==> src/core/lcd_rb_pkg.sv <==
/*
 * constants for the two-wire readback path of the character display
 * controller: slave address, control byte fields, instruction codes.
 * assumes a single clock domain, used by the core module and the test bench.
 */
package lcd_rb_pkg;
    localparam logic [5:0] SLAVE_ADDR_HI  = 6'h1D; // upper six address bits
    localparam int         RW_BIT         = 0;     // read/write bit of address byte
    localparam int         CONT_BIT       = 7;     // continuation_flag position
    localparam int         SELECT_BIT     = 6;     // register_select position
    localparam int         MSB            = 7;     // most_significant_bit
    localparam logic [3:0] BITS_PER_BYTE  = 4'h8;
    localparam int         SET_ADDR_BIT   = 7;     // set-address instruction flag
    localparam logic [6:0] RET_HOME_CODE  = 7'h01; // bits 7..1 of return-to-origin
    localparam logic [4:0] SHIFT_CODE     = 5'h03; // bits 7..3 of shift instruction
    localparam int         SHIFT_DISP_BIT = 3;     // 1: shift display, 0: cursor
    localparam int         SHIFT_DIR_BIT  = 2;     // 1: right
    localparam logic [6:0] ORIGIN_ADDR    = 7'h00;

    typedef enum logic [3:0] {
        ST_IDLE, ST_ADDR, ST_AACK, ST_CTRL, ST_CACK, ST_DATA, ST_DACK, ST_TX, ST_MACK
    } link_state_e;
endpackage

==> src/core/lcd_readback.sv <==
/*
 * two-wire slave path of the display controller: receives control bytes,
 * instructions and text data, executes return-to-origin, set-address and
 * shift, and returns display text memory byte by byte on read.
 * assumes scl/sda already synchronous to clk_sys_in; the wire level is
 * resolved outside from sda_out and sda_oe_out (open drain).
 */
// How it works
// - return-to-origin loads address counter with zero
// - return-to-origin undoes shift, memory left intact
// - return-to-origin leaves data register untouched
// - read address ack copies data register out
// - data register valid only after set/read
// - read byte shifted out msb first, 8 clocks
// - master ack advances counter, loads next byte
// - master nack causes no internal action
// - register select picks instruction or memory data
// - instruction executes on its ack clock pulse
// - own address acknowledged by pulling line low
`timescale 1ns/100ps
module lcd_readback #(
    parameter int MEM_DEPTH = 80
) (
    input  wire logic       clk_sys_in,
    input  wire logic       reset_n_in,
    input  wire logic       scl_in,
    input  wire logic       sda_in,
    input  wire logic       address_select_pin_in,
    output logic            sda_out,
    output logic            sda_oe_out,
    output logic [6:0]      address_counter_out,
    output logic [6:0]      display_shift_out,
    output logic [7:0]      data_register_out,
    output logic            data_valid_out
);
    lcd_rb_pkg::link_state_e state_q;
    logic [3:0] bit_cnt_q;
    logic [7:0] byte_q;
    logic [7:0] tx_q;
    logic [7:0] dreg_q;
    logic [6:0] ac_q;
    logic [6:0] shift_q;
    logic       rw_q, reg_sel_q, cont_q, acked_q, valid_q, oe_q;
    logic       scl_q, sda_q, scl_prev_q, sda_prev_q;
    logic [7:0] mem_q [MEM_DEPTH];
    logic       rise_w, fall_w, start_w, stop_w, match_w, exec_w, home_w;

    // counter steps and wraps at the end of text memory
    function automatic logic [6:0] next_addr(input logic [6:0] a);
        next_addr = (32'(a) >= MEM_DEPTH - 1) ? lcd_rb_pkg::ORIGIN_ADDR : a + 7'h01;
    endfunction

    // out-of-range addresses read zero instead of indexing past the array
    function automatic logic [7:0] mem_rd(input logic [6:0] a);
        mem_rd = (32'(a) < MEM_DEPTH) ? mem_q[a] : 8'h00;
    endfunction

    // one stage of history for edge and start/stop detection
    always_ff @(posedge clk_sys_in) begin
        if (!reset_n_in) begin
            scl_q      <= 1'b1;
            sda_q      <= 1'b1;
            scl_prev_q <= 1'b1;
            sda_prev_q <= 1'b1;
        end else begin
            scl_q      <= scl_in;
            sda_q      <= sda_in;
            scl_prev_q <= scl_q;
            sda_prev_q <= sda_q;
        end
    end

    assign rise_w  = scl_q & ~scl_prev_q;
    assign fall_w  = ~scl_q & scl_prev_q;
    assign start_w = scl_q & scl_prev_q & sda_prev_q & ~sda_q;
    assign stop_w  = scl_q & scl_prev_q & ~sda_prev_q & sda_q;
    assign match_w = (byte_q[7:1] == {lcd_rb_pkg::SLAVE_ADDR_HI, address_select_pin_in});
    // instruction byte at the rising edge of its own ack pulse
    assign exec_w  = rise_w && state_q == lcd_rb_pkg::ST_DACK && !reg_sel_q;
    assign home_w  = exec_w && byte_q[7:1] == lcd_rb_pkg::RET_HOME_CODE;

    // byte framing and sequence control
    always_ff @(posedge clk_sys_in) begin
        if (!reset_n_in) begin
            state_q   <= lcd_rb_pkg::ST_IDLE;
            bit_cnt_q <= 4'h0;
            byte_q    <= 8'h00;
            rw_q      <= 1'b0;
            reg_sel_q <= 1'b0;
            cont_q    <= 1'b0;
            acked_q   <= 1'b0;
        end else if (start_w) begin
            state_q   <= lcd_rb_pkg::ST_ADDR; // repeated start needs no stop
            bit_cnt_q <= 4'h0;
        end else if (stop_w) begin
            state_q <= lcd_rb_pkg::ST_IDLE;
        end else begin
            case (state_q)
                lcd_rb_pkg::ST_ADDR, lcd_rb_pkg::ST_CTRL, lcd_rb_pkg::ST_DATA: begin
                    if (rise_w) begin
                        byte_q    <= {byte_q[6:0], sda_q};
                        bit_cnt_q <= bit_cnt_q + 4'h1;
                    end else if (fall_w && bit_cnt_q == lcd_rb_pkg::BITS_PER_BYTE) begin
                        bit_cnt_q <= 4'h0;
                        if (state_q == lcd_rb_pkg::ST_ADDR) begin
                            state_q <= match_w ? lcd_rb_pkg::ST_AACK : lcd_rb_pkg::ST_IDLE;
                            rw_q    <= byte_q[lcd_rb_pkg::RW_BIT];
                        end else if (state_q == lcd_rb_pkg::ST_CTRL) begin
                            state_q <= lcd_rb_pkg::ST_CACK;
                        end else begin
                            state_q <= lcd_rb_pkg::ST_DACK;
                        end
                    end
                end
                lcd_rb_pkg::ST_AACK: begin
                    if (fall_w) begin
                        state_q <= rw_q ? lcd_rb_pkg::ST_TX : lcd_rb_pkg::ST_CTRL;
                    end
                end
                lcd_rb_pkg::ST_CACK: begin
                    if (rise_w) begin
                        reg_sel_q <= byte_q[lcd_rb_pkg::SELECT_BIT]; // data or instr
                        cont_q    <= byte_q[lcd_rb_pkg::CONT_BIT];
                    end
                    if (fall_w) begin
                        state_q <= lcd_rb_pkg::ST_DATA;
                    end
                end
                lcd_rb_pkg::ST_DACK: begin
                    // a set continuation flag means one byte, then a new control byte
                    if (fall_w) begin
                        state_q <= cont_q ? lcd_rb_pkg::ST_CTRL : lcd_rb_pkg::ST_DATA;
                    end
                end
                lcd_rb_pkg::ST_TX: begin
                    if (rise_w) begin
                        bit_cnt_q <= bit_cnt_q + 4'h1;
                    end else if (fall_w && bit_cnt_q == lcd_rb_pkg::BITS_PER_BYTE) begin
                        bit_cnt_q <= 4'h0;
                        state_q   <= lcd_rb_pkg::ST_MACK; // master owns the line
                    end
                end
                lcd_rb_pkg::ST_MACK: begin
                    if (rise_w) begin
                        acked_q <= ~sda_q;
                    end
                    if (fall_w) begin
                        state_q <= acked_q ? lcd_rb_pkg::ST_TX : lcd_rb_pkg::ST_IDLE;
                    end
                end
                default: state_q <= lcd_rb_pkg::ST_IDLE;
            endcase
        end
    end

    // address counter, display shift and data register
    always_ff @(posedge clk_sys_in) begin
        if (!reset_n_in) begin
            ac_q    <= lcd_rb_pkg::ORIGIN_ADDR;
            shift_q <= 7'h00;
            dreg_q  <= 8'h00;
            valid_q <= 1'b0;
        end else if (home_w) begin
            ac_q    <= lcd_rb_pkg::ORIGIN_ADDR;
            shift_q <= 7'h00;
            valid_q <= 1'b0;                    // dreg_q kept as it was
        end else if (exec_w && byte_q[lcd_rb_pkg::SET_ADDR_BIT]) begin
            ac_q    <= byte_q[6:0];
            dreg_q  <= mem_rd(byte_q[6:0]);
            valid_q <= 1'b1;
        end else if (exec_w && byte_q[7:3] == lcd_rb_pkg::SHIFT_CODE) begin
            if (byte_q[lcd_rb_pkg::SHIFT_DISP_BIT]) begin
                shift_q <= byte_q[lcd_rb_pkg::SHIFT_DIR_BIT] ? shift_q + 7'h01
                                                              : shift_q - 7'h01;
            end
            valid_q <= 1'b0;
        end else if (exec_w) begin
            valid_q <= 1'b0; // other instructions leave the register stale
        end else if (rise_w && state_q == lcd_rb_pkg::ST_DACK) begin
            ac_q    <= next_addr(ac_q); // text write; data register not refreshed
            valid_q <= 1'b0;
        end else if (rise_w && state_q == lcd_rb_pkg::ST_MACK && !sda_q) begin
            ac_q    <= next_addr(ac_q);
            dreg_q  <= mem_rd(next_addr(ac_q));
            valid_q <= 1'b1;
        end
        // a withheld acknowledge falls through with nothing changed
    end

    // display text memory, written by data bytes with register select set
    always_ff @(posedge clk_sys_in) begin
        if (!reset_n_in) begin
            for (int i = 0; i < MEM_DEPTH; i++) begin
                mem_q[i] <= 8'h00;
            end
        end else if (rise_w && state_q == lcd_rb_pkg::ST_DACK && reg_sel_q
                     && 32'(ac_q) < MEM_DEPTH) begin
            mem_q[ac_q] <= byte_q;
        end
    end

    // interface shift register for read bytes
    always_ff @(posedge clk_sys_in) begin
        if (!reset_n_in) begin
            tx_q <= 8'h00;
        end else if (rise_w && state_q == lcd_rb_pkg::ST_AACK && rw_q) begin
            tx_q <= dreg_q; // possibly stale, see data_valid_out
        end else if (rise_w && state_q == lcd_rb_pkg::ST_MACK && !sda_q) begin
            tx_q <= mem_rd(next_addr(ac_q));
        end else if (fall_w && state_q == lcd_rb_pkg::ST_TX) begin
            tx_q <= {tx_q[6:0], 1'b0};
        end
    end

    // open-drain data line; changes while scl is low, and is released at start and stop
    always_ff @(posedge clk_sys_in) begin
        if (!reset_n_in || start_w || stop_w) begin
            oe_q <= 1'b0;
        end else if (fall_w) begin
            case (state_q)
                lcd_rb_pkg::ST_ADDR: begin
                    oe_q <= bit_cnt_q == lcd_rb_pkg::BITS_PER_BYTE && match_w;
                end
                lcd_rb_pkg::ST_CTRL, lcd_rb_pkg::ST_DATA: begin
                    oe_q <= bit_cnt_q == lcd_rb_pkg::BITS_PER_BYTE;
                end
                lcd_rb_pkg::ST_AACK: oe_q <= rw_q && !tx_q[lcd_rb_pkg::MSB];
                lcd_rb_pkg::ST_TX: begin
                    oe_q <= bit_cnt_q != lcd_rb_pkg::BITS_PER_BYTE && !tx_q[lcd_rb_pkg::MSB - 1];
                end
                lcd_rb_pkg::ST_MACK: oe_q <= acked_q && !tx_q[lcd_rb_pkg::MSB];
                default: oe_q <= 1'b0;
            endcase
        end
    end

    assign sda_out             = 1'b0; // open drain: only ever pulls low
    assign sda_oe_out          = oe_q;
    assign address_counter_out = ac_q;
    assign display_shift_out   = shift_q;
    assign data_register_out   = dreg_q;
    assign data_valid_out      = valid_q;
endmodule

==> config.mk <==
export PLATFORM = sky130hd
export DESIGN_NAME = lcd_readback
export DESIGN_NICKNAME = d
export VERILOG_FILES = /design/src/core/lcd_rb_pkg.sv /design/src/core/lcd_readback.sv
export SDC_FILE = /design/constraint.sdc
export NUM_CORES = 2
export LEC_CHECK = 0
export BUFFER_PORTS_ARGS = -buffer_cell sky130_fd_sc_hd__buf_4
export CAP_MARGIN = 20
export CORE_MARGIN = 2
export CORE_UTILIZATION = 55
export DETAILED_ROUTE_END_ITERATION = 10
export PLACE_DENSITY = 0.73
export SETUP_SLACK_MARGIN = 0.3
export SYNTH_ARGS = -nofsm -noshare
export SYNTH_HDL_FRONTEND = slang
export SYNTH_SLANG_ARGS = --single-unit
export TNS_END_PERCENT = 10
==> constraint.sdc <==
create_clock -name clk_sys_in -period 7 [get_ports clk_sys_in]
set_input_delay 0.7 -clock clk_sys_in [delete_from_list [all_inputs] [get_ports clk_sys_in]]
set_output_delay 0.7 -clock clk_sys_in [all_outputs]
set_load 0.05 [all_outputs]
After elaboration in Yosys (flattened, before gate mapping) --
Memories as Yosys holds them, arrays and structs flattened. A register that Yosys moved wholly into a read port is not among the register bits. Index checks and enable logic that the tools add are counted.
Word-level totals: register bits 56, memory bits (writable) 640, input port bits 5, word-level logic and storage cells 173, memories kept 1
Operators by class: add/subtract/negate cells 4, magnitude comparators 4, equal/unequal tests 32, multiplexer cells 51, bitwise gates (word level) 17, reduce and logical (&&, ||, !) cells 46
Memory list:
- mem_q | words 80, width 8, read ports 2, clocked after memory_dff 1, wr ports 80, RTL line lcd_readback.sv:45 | logic [7:0] mem_q [MEM_DEPTH];
Operator list (number):
- 2-to-1 mux 8 bit | 11
- 2-to-1 mux 7 bit | 10
- 2-to-1 mux 4 bit | 10
- != test 4 bit (second input constant) | 9
- case mux 4 bit (6 select lines) | 1
- less-than comparator 7 bit (second input constant) | 3
- != test 2 bit (second input constant) | 10
- logical AND 1 bit | 17
- equality test 4 x 3 -> 1 bit (second input constant) | 4
- AND reduction 8 bit | 2
- adder 7 x 1 -> 7 bit (second input constant) | 2
- 2-to-1 mux 1 bit | 12
- 2-to-1 mux 3 bit | 4
- AND reduction 4 bit | 3
- inverter 1 bit | 10
- AND reduction 3 bit | 3
- equality test 4 x 2 -> 1 bit (second input constant) | 2
- equality test 4 bit (second input constant) | 2
- OR reduction 8 bit | 1
- AND 1 bit | 7
- equality test 7 x 1 -> 1 bit (second input constant) | 1
- equality test 7 x 6 -> 1 bit | 1
- >= comparator 7 bit (second input constant) | 1
- subtractor 7 x 1 -> 7 bit (second input constant) | 1
- 16 further kinds | 27

Depth between registers and ports, before layout --
depth after elaboration 10, gate-level depth with buffers 15, mapped depth without buffers 10

Least setup slack after synthesis --
Ideal clock, no wire load.
path type reg2reg, from reg byte_q[2], to reg shift_q[6], in the netlist display_shift_out[6], arrival time 3082 ps, data required time 6935 ps, path slack 3853 ps, cell stages (with the launch flop) 13, clock period less this slack 3147 ps, path through dfxtp_1 inv_1 clkbuf_1 clkbuf_1 fa_1 a21o_1 a21oi_1 o21bai_1 a21oi_1 xnor2_1 nand2_1 xor2_1 nor2_1
Between the ends: word-level cells in the longest chain between the ends 3
RTL lines:
- from (decl) | RTL line lcd_readback.sv:38 | logic [7:0] byte_q;
- from (signal assigned) | RTL line lcd_readback.sv:101 | byte_q <= {byte_q[6:0], sda_q};
- equality test 7 x 1 -> 1 bit | RTL line lcd_readback.sv:80 | assign home_w = exec_w && byte_q[7:1] == lcd_rb_pkg::RET_HOME_CODE;
- logical AND 1 bit | RTL line lcd_readback.sv:80
- OR reduction 2 bit (no source line)
- to (signal assigned) | RTL line lcd_readback.sv:173 | shift_q <= byte_q[lcd_rb_pkg::SHIFT_DIR_BIT] ? shift_q + 7'h01
- to (decl) | RTL line lcd_readback.sv:42 | logic [6:0] shift_q;
Several ways; a longest one is shown, not always the timed one. A chain may end at the register's enable or synchronous reset.

Worst setup path in the final report --
from reg ac_q[0], in the netlist address_counter_out[0], to reg tx_q[2]
Between the ends: word-level cells in the longest chain between the ends 6
RTL lines:
- from (decl) | RTL line lcd_readback.sv:41 | logic [6:0] ac_q;
- from (signal assigned) | RTL line lcd_readback.sv:159 | ac_q <= lcd_rb_pkg::ORIGIN_ADDR;
- from (signal assigned) | RTL line lcd_readback.sv:164 | ac_q <= lcd_rb_pkg::ORIGIN_ADDR;
- from (signal assigned) | RTL line lcd_readback.sv:168 | ac_q <= byte_q[6:0];
- adder 7 x 1 -> 7 bit or >= comparator 7 bit (tied branches) | RTL line lcd_readback.sv:50 | next_addr = (32'(a) >= MEM_DEPTH - 1) ? lcd_rb_pkg::ORIGIN_ADDR : a + 7'h01;
- 2-to-1 mux 7 bit * | RTL line lcd_readback.sv:50
- memory (80 x 8 bit) or less-than comparator 7 bit (tied branches)
- 2-to-1 mux 8 bit *
- 2-to-1 mux 8 bit * | RTL line lcd_readback.sv:208 | end else if (rise_w && state_q == lcd_rb_pkg::ST_MACK && !sda_q) begin
- 2-to-1 mux 8 bit * | RTL line lcd_readback.sv:206 | end else if (rise_w && state_q == lcd_rb_pkg::ST_AACK && rw_q) begin
- to (signal assigned) | RTL line lcd_readback.sv:207 | tx_q <= dreg_q;
- to (signal assigned) | RTL line lcd_readback.sv:209 | tx_q <= mem_rd(next_addr(ac_q));
- to (signal assigned) | RTL line lcd_readback.sv:211 | tx_q <= {tx_q[6:0], 1'b0};
- to (decl) | RTL line lcd_readback.sv:39 | logic [7:0] tx_q;
Every way passes the cells marked *; elsewhere a longest branch is shown, timed or not.

==> reports/metrics.cfg <==
[status]
status = complete, no violations

[detailed_routing]
routed_wirelength_microns = 161000
dr.pass1.iters = 8
wl_per_cell_microns = 29.1
dr_total_vias = 36400
ant_nets = 0
drt_iter0_drc = 6407
vias_per_cell = 6.60
drc = 0

[synthesis]
synth_edf_count = 1024
synth_compound_area_frac = 0.0758
synthAdderAreaFrac = 0.00223
ys_warn_count = 0
ys_types = 89
synthArstFlopShare = 0
synth_seq_area_share = 0.594
synth_area_sq_mm = 0.0539
synth_xor_area_frac = 0.00260
synthSimpleGateAreaFrac = 0.130
synthCells = 3824
synth_top_family_by_area = multiplexers
synth-seq-cells = 1087
syn_avg_cell_area_sq_um = 14.1
yosys_most_used_dff = edfxtp_1
synthMuxAreaShare = 0.164

[sta]
min_period_ps = 5210
slew_viol_final = 0
fin_setup_tns_ps = 0
setup_ws_ps = 1790
fmax_mhz = 192
clock_skew_ps = 40.8
final_hold_viol_count = 0
tightest_slew_ps = 1180
setup_violations = 0
rsz0062_at_grt = false
fin_crit_sh = 0.744
slew_headroom = 0.210

[critical_path]
crit_path_frequent_cell = buf_4
crit_path_end_kind = flip-flop
worst_ep_required_time_ps = 7620
crit_family = simple AND/OR/NAND/NOR gates
crit_buf_inv = 3
critPathArrivalTime_ps = 5820
critPathKind = flip-flop to flip-flop
path_cells = ha_1 -> and4_4 -> nor2_1 -> buf_4 -> nand2_2 -> buf_4 -> buf_4 -> o22ai_1 -> o31ai_1 -> and3_1 -> a21oi_1
slowest_delay_ps = 860
r2r_start = address_counter_out[0]
cp-start-kind = flip-flop
slowest_stage = dfxtp_4
crit_path_max_fanout = 50
timing.critical_path.from = address_counter_out[0]

[final_layout]
antenna_cells = 0
seqCellArea_sq_mm = 0.0321
fin_area_sq_mm = 0.0603
layout-drive-gt1-share = 0.174
multi_input_area_sq_mm = 0.0217
fin_nets = 4156
final_cells = 5514
fillers = 7175
area_growth_pct = 11.9

[floorplan]
die_y_microns = 317
rows = 114
fp.dieW_microns = 317
ioPinCount = 30
die-area_sq_mm = 0.101
initial_utilization = 0.556
core_area_sq_mm = 0.0969

[global_route]
overflow = 0
grt_pass1_vias = 35000
antenna_found_initial = 9
grt_pass1_wl_microns = 234000
grt_start_max_net_pins = 117
gr-usage-all-layers = 0.322

[placement]
post_dp_cell_area_sq_mm = 0.0566
dpl.cell_count = 5274
port_buffers = 28
place_congestion = 1.00
dp_hpwl_microns = 105000
place_ws_ps = 2080

[clock_network]
clk_pin_slew_worst_paths_ps = 70
cts_sinks = 1087
cts_buffer_depth = 3
h-tree-depth = 3
cts_resized = 0
holdBufCountCts = 0
clock_latency_ps = 730
cts_root_buffer = clkbuf_16
numCtsBuffers = 113
cts_tree = built
cts_setup_buffers = 0

[hold_path]
hp-class = input port to flip-flop
hold_start = scl_in

[power_and_ir_drop]
total_power_uw = 14100
p_leak_uw = 0.0208
power.density_mw_per_mm2 = 233
ir_drop_uv = 199

[job]
maxCapViolCount = 0

==> state kept, by name, indices dropped and copies added (netlist names), named ones only <==
name / count
sda_prev_q: 1
bit_cnt_q: 4
display_shift_out: 7
address_counter_out: 7
tx_q: 8
cont_q: 1
rw_q: 1
sda_oe_out: 1
sda_q: 1
data_register_out: 8
byte_q: 8
acked_q: 1
scl_prev_q: 1
mem_q: 1024
scl_q: 1
state_q: 4
data_valid_out: 1
reg_sel_q: 1
==> power breakdown <==
part	internal [uW]	total [uW]	leakage [uW]	switching, uW
clock	3290	5880	0.00172	2590
combinational	265	603	0.00852	338
sequential	7370	7570	0.0106	197
==> worst paths after layout <==
kind	cells after the start	to	slack, ps
min reg2reg	2	cont_q	460
min	2	scl_q	150
max	11	tx_q[2]	1790
max reg2reg	11	tx_q[2]	1790
==> cell usage in the layout (no fill, tap or decap), drive strengths merged, types with 11 or more instances in the layout <==
| cell | n |
|---|---|
| edfxtp | 1024 |
| and2 | 567 |
| conb | 385 |
| mux4 | 342 |
| nand2 | 240 |
| buf | 166 |
| nor2 | 163 |
| clkbuf | 148 |
| a21oi | 137 |
| o21ai | 136 |
| nor3 | 121 |
| mux2i | 95 |
| and3 | 67 |
| dfxtp | 63 |
| o31ai | 57 |
| clkinv | 56 |
| nand3 | 41 |
| a2111oi | 34 |
| o22ai | 30 |
| nor2b | 23 |
| a22oi | 21 |
| nand3b | 20 |
| a211oi | 20 |
| a311oi | 19 |
| mux2 | 16 |
| a211o | 16 |
| a22o | 14 |
| o31a | 13 |
| a221oi | 13 |
| o211ai | 13 |
| xnor2 | 11 |
| nand2b | 11 |
| o221ai | 11 |
==> metal layers <==
| layer | track usage | vias to the layer above | part of all wire |
|---|---|---|---|
| li1 | - | 15100 | - |
| met1 | 0.431 | 18000 | 0.36 |
| met2 | 0.486 | 2716 | 0.45 |
| met3 | 0.0944 | 588 | 0.14 |
| met4 | 0.157 | 12 | 0.059 |
| met5 | 0 | - | 0.00050 |
==> cells by family (layout without fill, tap and decap cells) <==
kind of cell | count (synthesis) | count (layout)
AND/OR/NAND/NOR | 1295 | 1295
adder cells (fa/ha/maj) | 9 | 9
XOR/XNOR | 16 | 16
AO/OA/AOI/OAI | 601 | 601
buffers and inverters | 362 | 392
multiplexers | 453 | 453
flip-flops | 1087 | 1087
other | 1 | 385
==> cells in the mapped netlist, types with 14 or more instances <==
cell       count  area, sq um
o22ai_1       30          188
a22o_1        14          123
a2111oi_0     28          245
clkbuf_1     215          807
dfxtp_1       63         1260
and3_1        67          419
nand2_1      240          901
buf_4         17          128
buf_1         23         86.3
nand3b_1      20          150
nor2_1       163          612
o31ai_1       57          428
nor2b_1       23          144
a21oi_1      136          681
o21ai_0      134          671
edfxtp_1    1024        30700
nand3_1       40          200
a211oi_1      18          135
mux2_2        16          180
a311oi_1      19          166
mux4_2       342         7700
a22oi_1       21          158
nor3_1       119          596
buf_2         82          410
mux2i_1       95          951
a211o_1       16          140
buf_6         15          169
and2_1       567         3550
==> cell type report <==
cell class | instances | share of cell area
Clock buffer | 140 | 0.0489
Timing Repair Buffer | 174 | 0.0221
Inverter | 7 | 0.000456
Sequential cell | 1087 | 0.532
Multi-Input combinational cell | 2759 | 0.360
Tap cell | 1276 | 0.0265
Clock inverter | 71 | 0.0106
==> metrics by stage <==
stage / hold slack (ps) / utilization
2_1_floorplan: 436 / -
3_3_place_gp: 452 / 0.584
3_5_place_dp: 460 / 0.584
4_1_cts: 138 / 0.621
5_1_grt: 167 / 0.623
6_report: 151 / 0.623
Power figures use the tool's default switching activity.
